File: src/sta_pkg.sv
// constants and types for the switch table access registers
// Contract
// RL1 - init-done status bit 1, self-sets
// RL2 - table init runs after every fabric reset
// RL3 - drop received packets while initialising
// RL4 - software polls init-done before table writes
// RL5 - entry-creation pending bit 0, self-clears
// RL6 - aging-test bit shortens aging to 50 ms
// RL7 - command write launches table access
// RL8 - pending bit marks read completion
// RL9 - software loads write data before command
// RL10 - command bit 5: 1 read, 0 write
// RL11 - command bit 4 selects port-default table
// RL12 - index 0-15 or port 0-2
// RL13 - port entry: vid 11:0, priority 14:12
// RL14 - untagged or null-vid packets get default vid
// RL15 - vlan disable forces default vid
// RL16 - default priority when no other source; reset 0
// RL17 - software avoids default vid 0 and FFFh
// RL18 - vlan select: 18-bit entry written whole
// RL19 - entry: member/untag per port, vid 11:0
// RL20 - dynamic entries age out after 5-10 min
// RL21 - pending raised on command, cleared on done
package sta_pkg;
	localparam logic [15:0] ADDR_STATUS   = 16'h1808;
	localparam logic [15:0] ADDR_AGE_CFG  = 16'h1809;
	localparam logic [15:0] ADDR_VLAN_CMD = 16'h180B;
	localparam logic [15:0] ADDR_VLAN_WR  = 16'h180C;
	localparam logic [15:0] ADDR_VLAN_CS  = 16'h180D;
	localparam logic [15:0] ADDR_VLAN_RD  = 16'h180E;
	localparam int BIT_INIT_DONE = 1;
	localparam int BIT_MAKE_PEND = 0;
	localparam int BIT_AGE_TEST  = 0;
	localparam int BIT_DIR       = 5;
	localparam int BIT_SEL       = 4;
	localparam int BIT_PEND      = 0;
	localparam int CMD_W         = 6;
	localparam int IDX_W         = 4;
	localparam int ENTRY_W       = 18;
	localparam int VID_W         = 12;
	localparam int PRI_W         = 3;
	localparam int PRI_LSB       = 12;
	localparam int VLAN_ENTRIES  = 16;
	localparam int NUM_PORTS     = 3;
	localparam int CLK_MHZ       = 40;
	localparam int INIT_TIME_US  = 20;
	localparam int INIT_CYCLES   = INIT_TIME_US * CLK_MHZ;
	localparam int AGE_TEST_MS   = 50;
	localparam int AGE_NORM_MIN  = 5;
	localparam longint AGE_TEST_CYC = longint'(AGE_TEST_MS) * 1000 * CLK_MHZ;
	localparam longint AGE_NORM_CYC =
		longint'(AGE_NORM_MIN) * 60 * 1000000 * CLK_MHZ;
	localparam logic [31:0] ZERO32 = 32'h0;

	typedef struct packed {
		logic [15:0] addr;
		logic [31:0] wdata;
		logic        wr;
		logic        rd;
	} sta_bus_t;

	typedef struct packed {
		logic [PRI_W-1:0] pri;
		logic [VID_W-1:0] vlan_identifier;
	} sta_port_dflt_t;
endpackage

File: src/sta_regs.sv
// register bank: table init status, aging test, vlan table access
`timescale 1ns/10ps
module sta_regs #(
	parameter longint AGE_NORM = sta_pkg::AGE_NORM_CYC,
	parameter longint AGE_TEST = sta_pkg::AGE_TEST_CYC,
	parameter int     INIT_CYC = sta_pkg::INIT_CYCLES
) (
	input  wire logic                 core_clk_i,
	input  wire logic                 rst_i,
	input  wire sta_pkg::sta_bus_t    bus_i,
	output logic [31:0]               rdata_o,
	input  wire logic                 make_start_i,
	input  wire logic                 make_done_i,
	output logic                      drop_rx_o,
	output logic                      age_tick_o,
	input  wire logic [1:0]           rx_port_i,
	input  wire logic                 rx_tagged_i,
	input  wire logic [11:0]          rx_vid_i,
	input  wire logic                 vlan_disable_i,
	input  wire logic                 pri_other_i,
	input  wire logic [2:0]           pri_other_val_i,
	output logic [11:0]               eff_vid_o,
	output logic [2:0]                eff_pri_o
);
	import sta_pkg::*;

	typedef enum logic [2:0] {
		ST_INIT = 3'h1,
		ST_IDLE = 3'h2,
		ST_BUSY = 3'h4
	} sta_state_t;

	sta_state_t              state, next_state;
	logic [15:0]             init_cnt, next_init_cnt;
	logic                    make_pend, next_make_pend;
	logic                    age_test, next_age_test;
	logic [CMD_W-1:0]        cmd, next_cmd;
	logic [ENTRY_W-1:0]      wdata, next_wdata;
	logic [ENTRY_W-1:0]      rd_data, next_rd_data;
	logic [ENTRY_W-1:0]      vlan_tab [VLAN_ENTRIES];
	logic [ENTRY_W-1:0]      next_vlan_tab [VLAN_ENTRIES];
	sta_port_dflt_t          port_tab [NUM_PORTS];
	sta_port_dflt_t          next_port_tab [NUM_PORTS];
	logic [31:0]             rdata, next_rdata;
	logic [39:0]             age_cnt, next_age_cnt;
	logic                    age_tick, next_age_tick;
	logic [39:0]             age_limit;
	logic [IDX_W-1:0]        idx;
	logic                    cmd_wr;
	logic                    cmd_take;
	logic                    port_ok;
	logic [1:0]              rx_sel;
	sta_port_dflt_t          rx_dflt;
	logic                    use_dflt_vid;

	// command register only opens while the engine is idle
	assign cmd_wr   = bus_i.wr && (bus_i.addr == ADDR_VLAN_CMD);
	assign cmd_take = cmd_wr && (state == ST_IDLE); // [RL7]
	assign idx      = cmd[IDX_W-1:0];
	assign port_ok  = (idx < IDX_W'(NUM_PORTS)); // [RL12]

	// init and access sequencing
	always_comb begin
		next_state    = state;
		next_init_cnt = init_cnt;
		case (state)
			ST_INIT: begin
				next_init_cnt = init_cnt + 16'h1; // [RL2]
				if (init_cnt >= 16'(INIT_CYC - 1)) begin
					next_state = ST_IDLE; // [RL1]
				end
			end
			ST_IDLE: begin
				if (cmd_take) begin
					next_state = ST_BUSY; // [RL21]
				end
			end
			ST_BUSY: begin
				// one-cycle access, so pending never stalls software
				next_state = ST_IDLE; // [RL21] [RL8]
			end
			default: begin
				next_state = ST_INIT;
			end
		endcase
	end

	always_ff @(posedge core_clk_i) begin
		if (rst_i) begin
			state    <= ST_INIT; // [RL2]
			init_cnt <= 16'h0;
		end else begin
			state    <= next_state;
			init_cnt <= next_init_cnt;
		end
	end

	// entry-creation pending: start wins over done
	always_comb begin
		next_make_pend = make_pend;
		if (make_done_i) begin
			next_make_pend = 1'b0; // [RL5]
		end
		if (make_start_i) begin
			next_make_pend = 1'b1; // [RL5]
		end
	end

	always_ff @(posedge core_clk_i) begin
		if (rst_i) begin
			make_pend <= 1'b0;
		end else begin
			make_pend <= next_make_pend;
		end
	end

	// aging only ticks; entry removal lives outside this block
	assign age_limit = age_test ? AGE_TEST[39:0] : AGE_NORM[39:0]; // [RL6]

	always_comb begin
		next_age_cnt  = age_cnt + 40'h1;
		next_age_tick = 1'b0;
		if (age_cnt >= age_limit - 40'h1) begin
			next_age_cnt  = 40'h0; // [RL6] [RL20]
			next_age_tick = 1'b1;
		end
	end

	always_ff @(posedge core_clk_i) begin
		if (rst_i) begin
			age_cnt  <= 40'h0;
			age_tick <= 1'b0;
		end else begin
			age_cnt  <= next_age_cnt;
			age_tick <= next_age_tick;
		end
	end

	// software-visible control registers
	always_comb begin
		next_age_test = age_test;
		next_cmd      = cmd;
		next_wdata    = wdata;
		if (bus_i.wr) begin
			case (bus_i.addr)
				ADDR_AGE_CFG: begin
					next_age_test = bus_i.wdata[BIT_AGE_TEST]; // [RL6]
				end
				ADDR_VLAN_WR: begin
					next_wdata = bus_i.wdata[ENTRY_W-1:0];
				end
				default: begin
					next_wdata = wdata;
				end
			endcase
		end
		// a command written while busy or initialising is dropped
		if (cmd_take) begin
			next_cmd = bus_i.wdata[CMD_W-1:0]; // [RL10] [RL11]
		end
	end

	always_ff @(posedge core_clk_i) begin
		if (rst_i) begin
			age_test <= 1'b0;
			cmd      <= '0;
			wdata    <= '0;
		end else begin
			age_test <= next_age_test;
			cmd      <= next_cmd;
			wdata    <= next_wdata;
		end
	end

	// table storage; init clears both tables
	always_comb begin
		next_vlan_tab = vlan_tab;
		next_port_tab = port_tab;
		next_rd_data  = rd_data;
		if (state == ST_INIT) begin
			for (int i = 0; i < VLAN_ENTRIES; i++) begin
				next_vlan_tab[i] = '0;
			end
			for (int i = 0; i < NUM_PORTS; i++) begin
				next_port_tab[i] = '0; // [RL16]
			end
		end
		if (state == ST_BUSY) begin
			if (cmd[BIT_SEL]) begin // [RL11]
				// bad port: write ignored, read keeps old data
				if (port_ok) begin // [RL12]
					if (cmd[BIT_DIR]) begin // [RL10]
						next_rd_data =
							ENTRY_W'(port_tab[idx[1:0]]);
					end else begin
						next_port_tab[idx[1:0]] =
							wdata[PRI_LSB+PRI_W-1:0]; // [RL13]
					end
				end
			end else begin
				if (cmd[BIT_DIR]) begin // [RL10]
					next_rd_data = vlan_tab[idx];
				end else begin
					next_vlan_tab[idx] = wdata; // [RL18] [RL19]
				end
			end
		end
	end

	always_ff @(posedge core_clk_i) begin
		if (rst_i) begin
			rd_data <= '0;
			for (int i = 0; i < VLAN_ENTRIES; i++) begin
				vlan_tab[i] <= '0;
			end
			for (int i = 0; i < NUM_PORTS; i++) begin
				port_tab[i] <= '0;
			end
		end else begin
			rd_data  <= next_rd_data;
			vlan_tab <= next_vlan_tab;
			port_tab <= next_port_tab;
		end
	end

	// read mux; unmapped numbers read zero
	always_comb begin
		next_rdata = ZERO32;
		if (bus_i.rd) begin
			case (bus_i.addr)
				ADDR_STATUS: begin
					next_rdata[BIT_INIT_DONE] =
						(state != ST_INIT); // [RL1]
					next_rdata[BIT_MAKE_PEND] = make_pend; // [RL5]
				end
				ADDR_AGE_CFG: begin
					next_rdata[BIT_AGE_TEST] = age_test;
				end
				ADDR_VLAN_CMD: begin
					next_rdata[CMD_W-1:0] = cmd;
				end
				ADDR_VLAN_WR: begin
					next_rdata[ENTRY_W-1:0] = wdata;
				end
				ADDR_VLAN_CS: begin
					next_rdata[BIT_PEND] =
						(state == ST_BUSY); // [RL8] [RL21]
				end
				ADDR_VLAN_RD: begin
					next_rdata[ENTRY_W-1:0] = rd_data;
				end
				default: begin
					next_rdata = ZERO32;
				end
			endcase
		end
	end

	always_ff @(posedge core_clk_i) begin
		if (rst_i) begin
			rdata <= ZERO32;
		end else begin
			rdata <= next_rdata;
		end
	end

	// classification is combinational: same-clock inputs, no pipeline
	assign rx_sel = (rx_port_i < 2'(NUM_PORTS)) ? rx_port_i : 2'h0;
	assign rx_dflt = port_tab[rx_sel];
	assign use_dflt_vid = vlan_disable_i || !rx_tagged_i
		|| (rx_vid_i == 12'h0); // [RL14] [RL15]
	assign eff_vid_o = use_dflt_vid ? rx_dflt.vlan_identifier : rx_vid_i;
	assign eff_pri_o = pri_other_i ? pri_other_val_i : rx_dflt.pri; // [RL16]
	assign drop_rx_o = (state == ST_INIT); // [RL3]
	assign rdata_o    = rdata;
	assign age_tick_o = age_tick;
endmodule // sta_regs

File: config.mk
export PLATFORM = sky130hd
export DESIGN_NAME = sta_regs
export DESIGN_NICKNAME = d
export VERILOG_FILES = /design/src/sta_pkg.sv /design/src/sta_regs.sv
export SDC_FILE = /design/constraint.sdc
export NUM_CORES = 1
export LEC_CHECK = 0
export ABC_CLOCK_PERIOD_IN_PS = 2800
export BUFFER_PORTS_ARGS = -buffer_cell sky130_fd_sc_hd__buf_2
export CORE_ASPECT_RATIO = 1.4
export CORE_MARGIN = 5
export CORE_UTILIZATION = 46
export CTS_BUF_LIST = sky130_fd_sc_hd__clkbuf_16
export DETAILED_ROUTE_END_ITERATION = 16
export PLACE_DENSITY = 0.64
export SYNTH_ARGS = -nofsm -noshare
export SYNTH_HDL_FRONTEND = slang
export SYNTH_SLANG_ARGS = --single-unit
File: constraint.sdc
create_clock -name core_clk_i -period 2.8 [get_ports core_clk_i]
set_clock_uncertainty 0.2 [all_clocks]
set_input_delay 0.56 -clock core_clk_i [delete_from_list [all_inputs] [get_ports core_clk_i]]
set_output_delay 0.56 -clock core_clk_i [all_outputs]
set_load 0.02 [all_outputs]
Word-level counts from Yosys, hierarchy flattened --
Cells that the tools add are included.
Operators by class: equal/unequal tests 14, add/subtract/negate cells 3, shift-type cells 0, bitwise logic cells 4, $lt $le $gt $ge 9, mux-type cells 42, reductions and logical operators 16, div/mod/pow operators 0, $mul 0
Operator list (number):
- $mux W288 | 4
- $bwmux W288 | 1
- $mux W45 | 5
- $mux W18 | 7
- $eq A16 B13 Y1 const B | 6
- $mux W15 | 5
- $bmux W18 S4 | 1
- $demux W18 S4 | 1
- $bmux W15 S2 | 2
- $bwmux W45 | 1
- $add A40 B1 Y40 const B | 1
- $ge A40 B40 Y1 | 1
- $sub A34 B1 Y35 const B | 1
- $mux W34 | 1
- $demux W15 S2 | 1
- $pmux W12 S2 | 1
- $add A16 B1 Y16 const B | 1
- $ge A16 B10 Y1 const B | 1
- $logic_not A12 Y1 | 1
- $mux W12 | 1
- $pmux W4 S3 | 1
- $mux W3 | 3
- $pmux W3 S3 | 1
- $ge A3 B3 Y1 const B | 2
- 25 further kinds | 38
Word-level totals: RAM bits 0, input bits 74, output and inout port bits 49, bits in registers 469, ROM bits 0, memories 0, bits in latches 0

Longest topological paths before layout --
word-level depth 10, depth in mapped cells 9, gate-level depth less buffers 7

Least setup slack after synthesis --
No wires, ideal clock.
path kind input -> output, start point in rx_port_i[0], end point out eff_pri_o[0], cell stages on the path 6, path slack 91 ps, data arrival time 1949 ps, cells stage by stage nor2b_1 clkbuf_1 nor2_1 clkbuf_1 a21oi_1 o21ai_0
On the way: cells in the longest elaborated chain, start to end 7
Ends and longest elaborated chain:
- start, declared | RTL line sta_regs.sv:16 | input wire logic [1:0] rx_port_i,
- $lt A2 B2 Y1 | RTL line sta_regs.sv:268 | assign rx_sel = (rx_port_i < 2'(NUM_PORTS)) ? rx_port_i : 2'h0;
- $mux W2 (*) | RTL line sta_regs.sv:268
- $not A2 Y3 (not written as such) (*) | RTL line sta_regs.sv:269 | assign rx_dflt = port_tab[rx_sel];
- $bmux W15 S2 (*) | RTL line sta_regs.sv:269
- $mux W15 (not written as such) (*) (2 in series) | RTL line sta_regs.sv:269
- $mux W3 (*) | RTL line sta_regs.sv:273 | assign eff_pri_o = pri_other_i ? pri_other_val_i : rx_dflt.pri;
- end, declared | RTL line sta_regs.sv:23 | output logic [2:0] eff_pri_o
Mark *: on every way between the ends. The rest lies on a longest branch, timed or not. The select of a mux whose other input is x is not followed.

Worst setup path in the final report --
start point reg state[0], end point out drop_rx_o
On the way: cells in the longest elaborated chain, start to end 1
Ends and longest elaborated chain:
- start, declared | RTL line sta_regs.sv:33 | sta_state_t state, next_state;
- start signal, assigned | RTL line sta_regs.sv:93 | state <= next_state;
- $eq A3 B1 Y1 | RTL line sta_regs.sv:274 | assign drop_rx_o = (state == ST_INIT);
- end, declared | RTL line sta_regs.sv:14 | output logic drop_rx_o,
No other way between the ends.

==> metrics.csv <==
stage,metric,value,unit
power,switching power,3.33,mW
floorplanning,Core Box Area,0.0450,mm²
route,top sig layer,met4,
hold_path,type of the worst min-delay path,primary input to flop,
logic_synthesis,mux share of post-synthesis cell area,9.76,%
floorplanning,initial core utilization,46.5,%
cts,Bufs on Longest Clock Path,3,
logic_synthesis,Post-synth EDFFs,0,
critical_path,Critical Path RT,2040,ps
sta,Final Cycle Share,96.6,%
floorplanning,num ports,123,
final_layout,n_diodes,0,
power,total power,13.6,mW
cts,CTS H-tree depth,2,
route,# DRC,0,
logic_synthesis,Yosys top cell area share,43.5,%
place,Port Buffers,94,
logic_synthesis,Adder-Cell Fraction of Synth Area,1.26,%
cts,number of post-CTS setup repair buffers,0,
route,drt first pass iters,7,
place,GPL Wtd Cong,0.902,
cts,CTS buffer count,46,
route,metal3 WL,4370,µm
grt,initial antenna violation count,0,
sta,Slew Limit Fails,0,
logic_synthesis,Mapped Area,0.0209,mm²
sta,min Tclk post-route,2710,ps
power,Peak VDD IR,0.534,mV
route,"antenna viol nets, final",0,
final_layout,area of the multi-input gates,0.0108,mm²
sta,Slew headroom,13.9,%
logic_synthesis,cells after synthesis,2533,
sta,unrepaired setup endpoints after global routing,no,
floorplanning,die area,0.0499,mm²
critical_path,CP Capture Type,output pin,
logic_synthesis,complex-gate fraction of the synthesized area,14.9,%
logic_synthesis,Mapped Avg Cell Area,8.26,µm²
cts,Worst-Skew Late Latency,570,ps
route,Routed WL,66000,µm
route,DR iter-0 viols,1892,
final_layout,storage element area,0.00912,mm²
sta,setup violators final,0,
cts,CTS Sinks,455,
critical_path,Worst Path Max Fanout,9,
critical_path,Setup CP Type,flop to output pin,
power,Leak,8.32,nW
sta,f_max,0.370,GHz
final_layout,proportion of layout cells with a drive suffix above 1,15.0,%
logic_synthesis,asr flop ratio synth,0,%
route,met2 routed WL,32600,µm
power,clock share of power,45.6,%
route,vias,19200,
grt,Congestion Overflow GR,0,
grt,GRT Resource Usage Total,25.3,%
logic_synthesis,synth warn,0,
final_layout,fin nets,2675,
sta,final hold vios,0,
logic_synthesis,Most used DFF post-synth,dfxtp_1,
status,outcome,"complete, no violations",
route,drt via density,5.94,
power,combinational power share,6.2,%
place,dpl hpwl,43200,µm
logic_synthesis,synth unique cells,58,
route,WL/cell,20.5,µm
sta,setup_tns,0,ps
logic_synthesis,sequential share of the synthesized area,43.5,%
power,Reg power frac,48.1,%
cts,CTS clock-pin slew for the worst setup and hold paths,70,ps
logic_synthesis,Synth area leader,dfxtp_1,
route,Post-Route M1 WL,25600,µm
logic_synthesis,main area contributors after synthesis,"dfxtp_1, a21oi_1, nand3_1",
cts,CTS tree,yes,
power,Sw Share,24.6,%
logic_synthesis,post-synthesis register bit count,455,
power,internal power,10.2,mW
final_layout,Layout fillers,4128,
logic_synthesis,post-synthesis simple-gate area fraction,23.6,%
floorplanning,die height,262,µm
floorplanning,num rows,92,
grt,vias in the first global route,18500,
sta,worst slew pin tran,1290,ps
floorplanning,Die W,190,µm
grt,first-pass GRT wire length,102000,µm
critical_path,Worst EP arrival,1950,ps
grt,largest net degree at the start of global routing,247,
cts,CTS Root Cell,clkbuf_16,
logic_synthesis,main combinational cell family by area after synthesis,simple AND/OR/NAND/NOR gates,
power,PD cells,566,mW/mm²
logic_synthesis,xor/xnor share of the synthesized area,1.67,%
final_layout,Area growth syn-to-layout,14.5,%
job,max-cap violations,0,
critical_path,CP Launch Type,flop,
[path summary, 6_finish.rpt]
path / start / endpoint / slack [ps] / cells past startpoint
max: state[0] / drop_rx_o / 90 / 4
min: bus_i[12] / wdata[10] / 40 / 3
max reg2reg: cmd[0] / rd_data[8] / 190 / 7
min reg2reg: wdata[8] / wdata[8] / 260 / 2
[synth_stat cells, types with 17 or more instances]
library cell / instances
o211ai_1: 17
mux4_2: 60
clkbuf_1: 204
and3_1: 64
dfxtp_1: 455
nor3_1: 50
buf_2: 22
xnor2_1: 24
o21ai_0: 39
nand2_1: 367
nor2_1: 220
mux2i_1: 60
a21oi_1: 375
ha_1: 21
nand3_1: 277
a211oi_1: 33
[routing by layer]
metal | track usage [%] | vias up
met2 | 43.8 | 749
met3 | 3.53 | 174
met5 | 0 | -
met1 | 30.8 | 9223
met4 | 12.4 | 0
li1 | - | 9009
[area by class of cell]
class	instances	area share, %
repair buffers	238	7.11
inverters	13	0.204
flip-flops and latches	455	38.1
well taps	611	3.19
clock inverters	32	1.28
multi-input cells	1826	45.1
clock buffers	48	5.02
[placed cells by master (no fill, tap or decap), drive strengths merged, types with 6 or more instances in the layout]
cell      n
dfxtp   455
a21oi   375
nand2   367
nand3   278
buf     237
nor2    220
and3     65
mux2i    60
mux4     60
nor3     54
clkbuf   48
o21ai    39
a211oi   33
xnor2    24
ha       21
inv      21
conb     19
o211ai   17
nor4     17
clkinv   17
a22o     16
xor2     16
or3      15
o22ai    15
a32o     15
nand4    14
a22oi    13
mux2      8
nor2b     7
nor3b     6
[critical path: stages, from the launching register on]
cell	delay [ps]
dfxtp_1	460
or3b_4	460
inv_1	110
buf_4	170
buf_2	170
[sequential cells by signal (all words and copies together) (netlist names)]
name / cells
age_tick_o: 1
port_tab: 45
rdata_o: 18
init_cnt: 16
make_pend: 1
vlan_tab: 288
cmd: 6
wdata: 18
rd_data: 18
age_test: 1
state: 3
age_cnt: 40
[kinds of logic after synthesis]
kind of cell,count (synthesis)
simple gates,1074
compound gates,544
flops,455
buf+inv,270
mux,128
xor+xnor,40
fa+ha+maj,21
other cells,1
[power by group through the flow]
| stage | clock [mW] | sequential, mW | combinational [mW] |
|---|---|---|---|
| 4_1_cts | 6.29 | 6.52 | 0.828 |
| 5_1_grt | 6.57 | 6.52 | 0.909 |
| 3_3_place_gp | 0 | 6.67 | 0.815 |
| 3_5_place_dp | 0 | 6.67 | 0.827 |
| 2_1_floorplan | 0 | 6.66 | 0.613 |
| 6_report | 6.19 | 6.52 | 0.847 |
[per-stage QoR]
stage / area, µm² / hold slack [ps] / instances / util, % / setup slack [ps]
final: 23900 / 44.0 / 3223 / 53.2 / 94.6
after global routing: 23900 / 43.3 / 3223 / 53.2 / 16.0
after CTS: 23900 / 24.3 / 3223 / 53.2 / 80.5
after detailed placement: 22400 / 253 / 3142 / 49.8 / 143
after global placement: 22400 / 250 / 3142 / 49.8 / 203
after floorplan: 21000 / 241 / 2551 / - / 91.1
[repair_timing]
item / 4_1_cts / 5_1_grt
hold buffers: 1 / 0
resized for setup: 0 / 0
hold endpoints to repair: 1 / 0
Note: power is estimated with default switching activity, not from simulation.
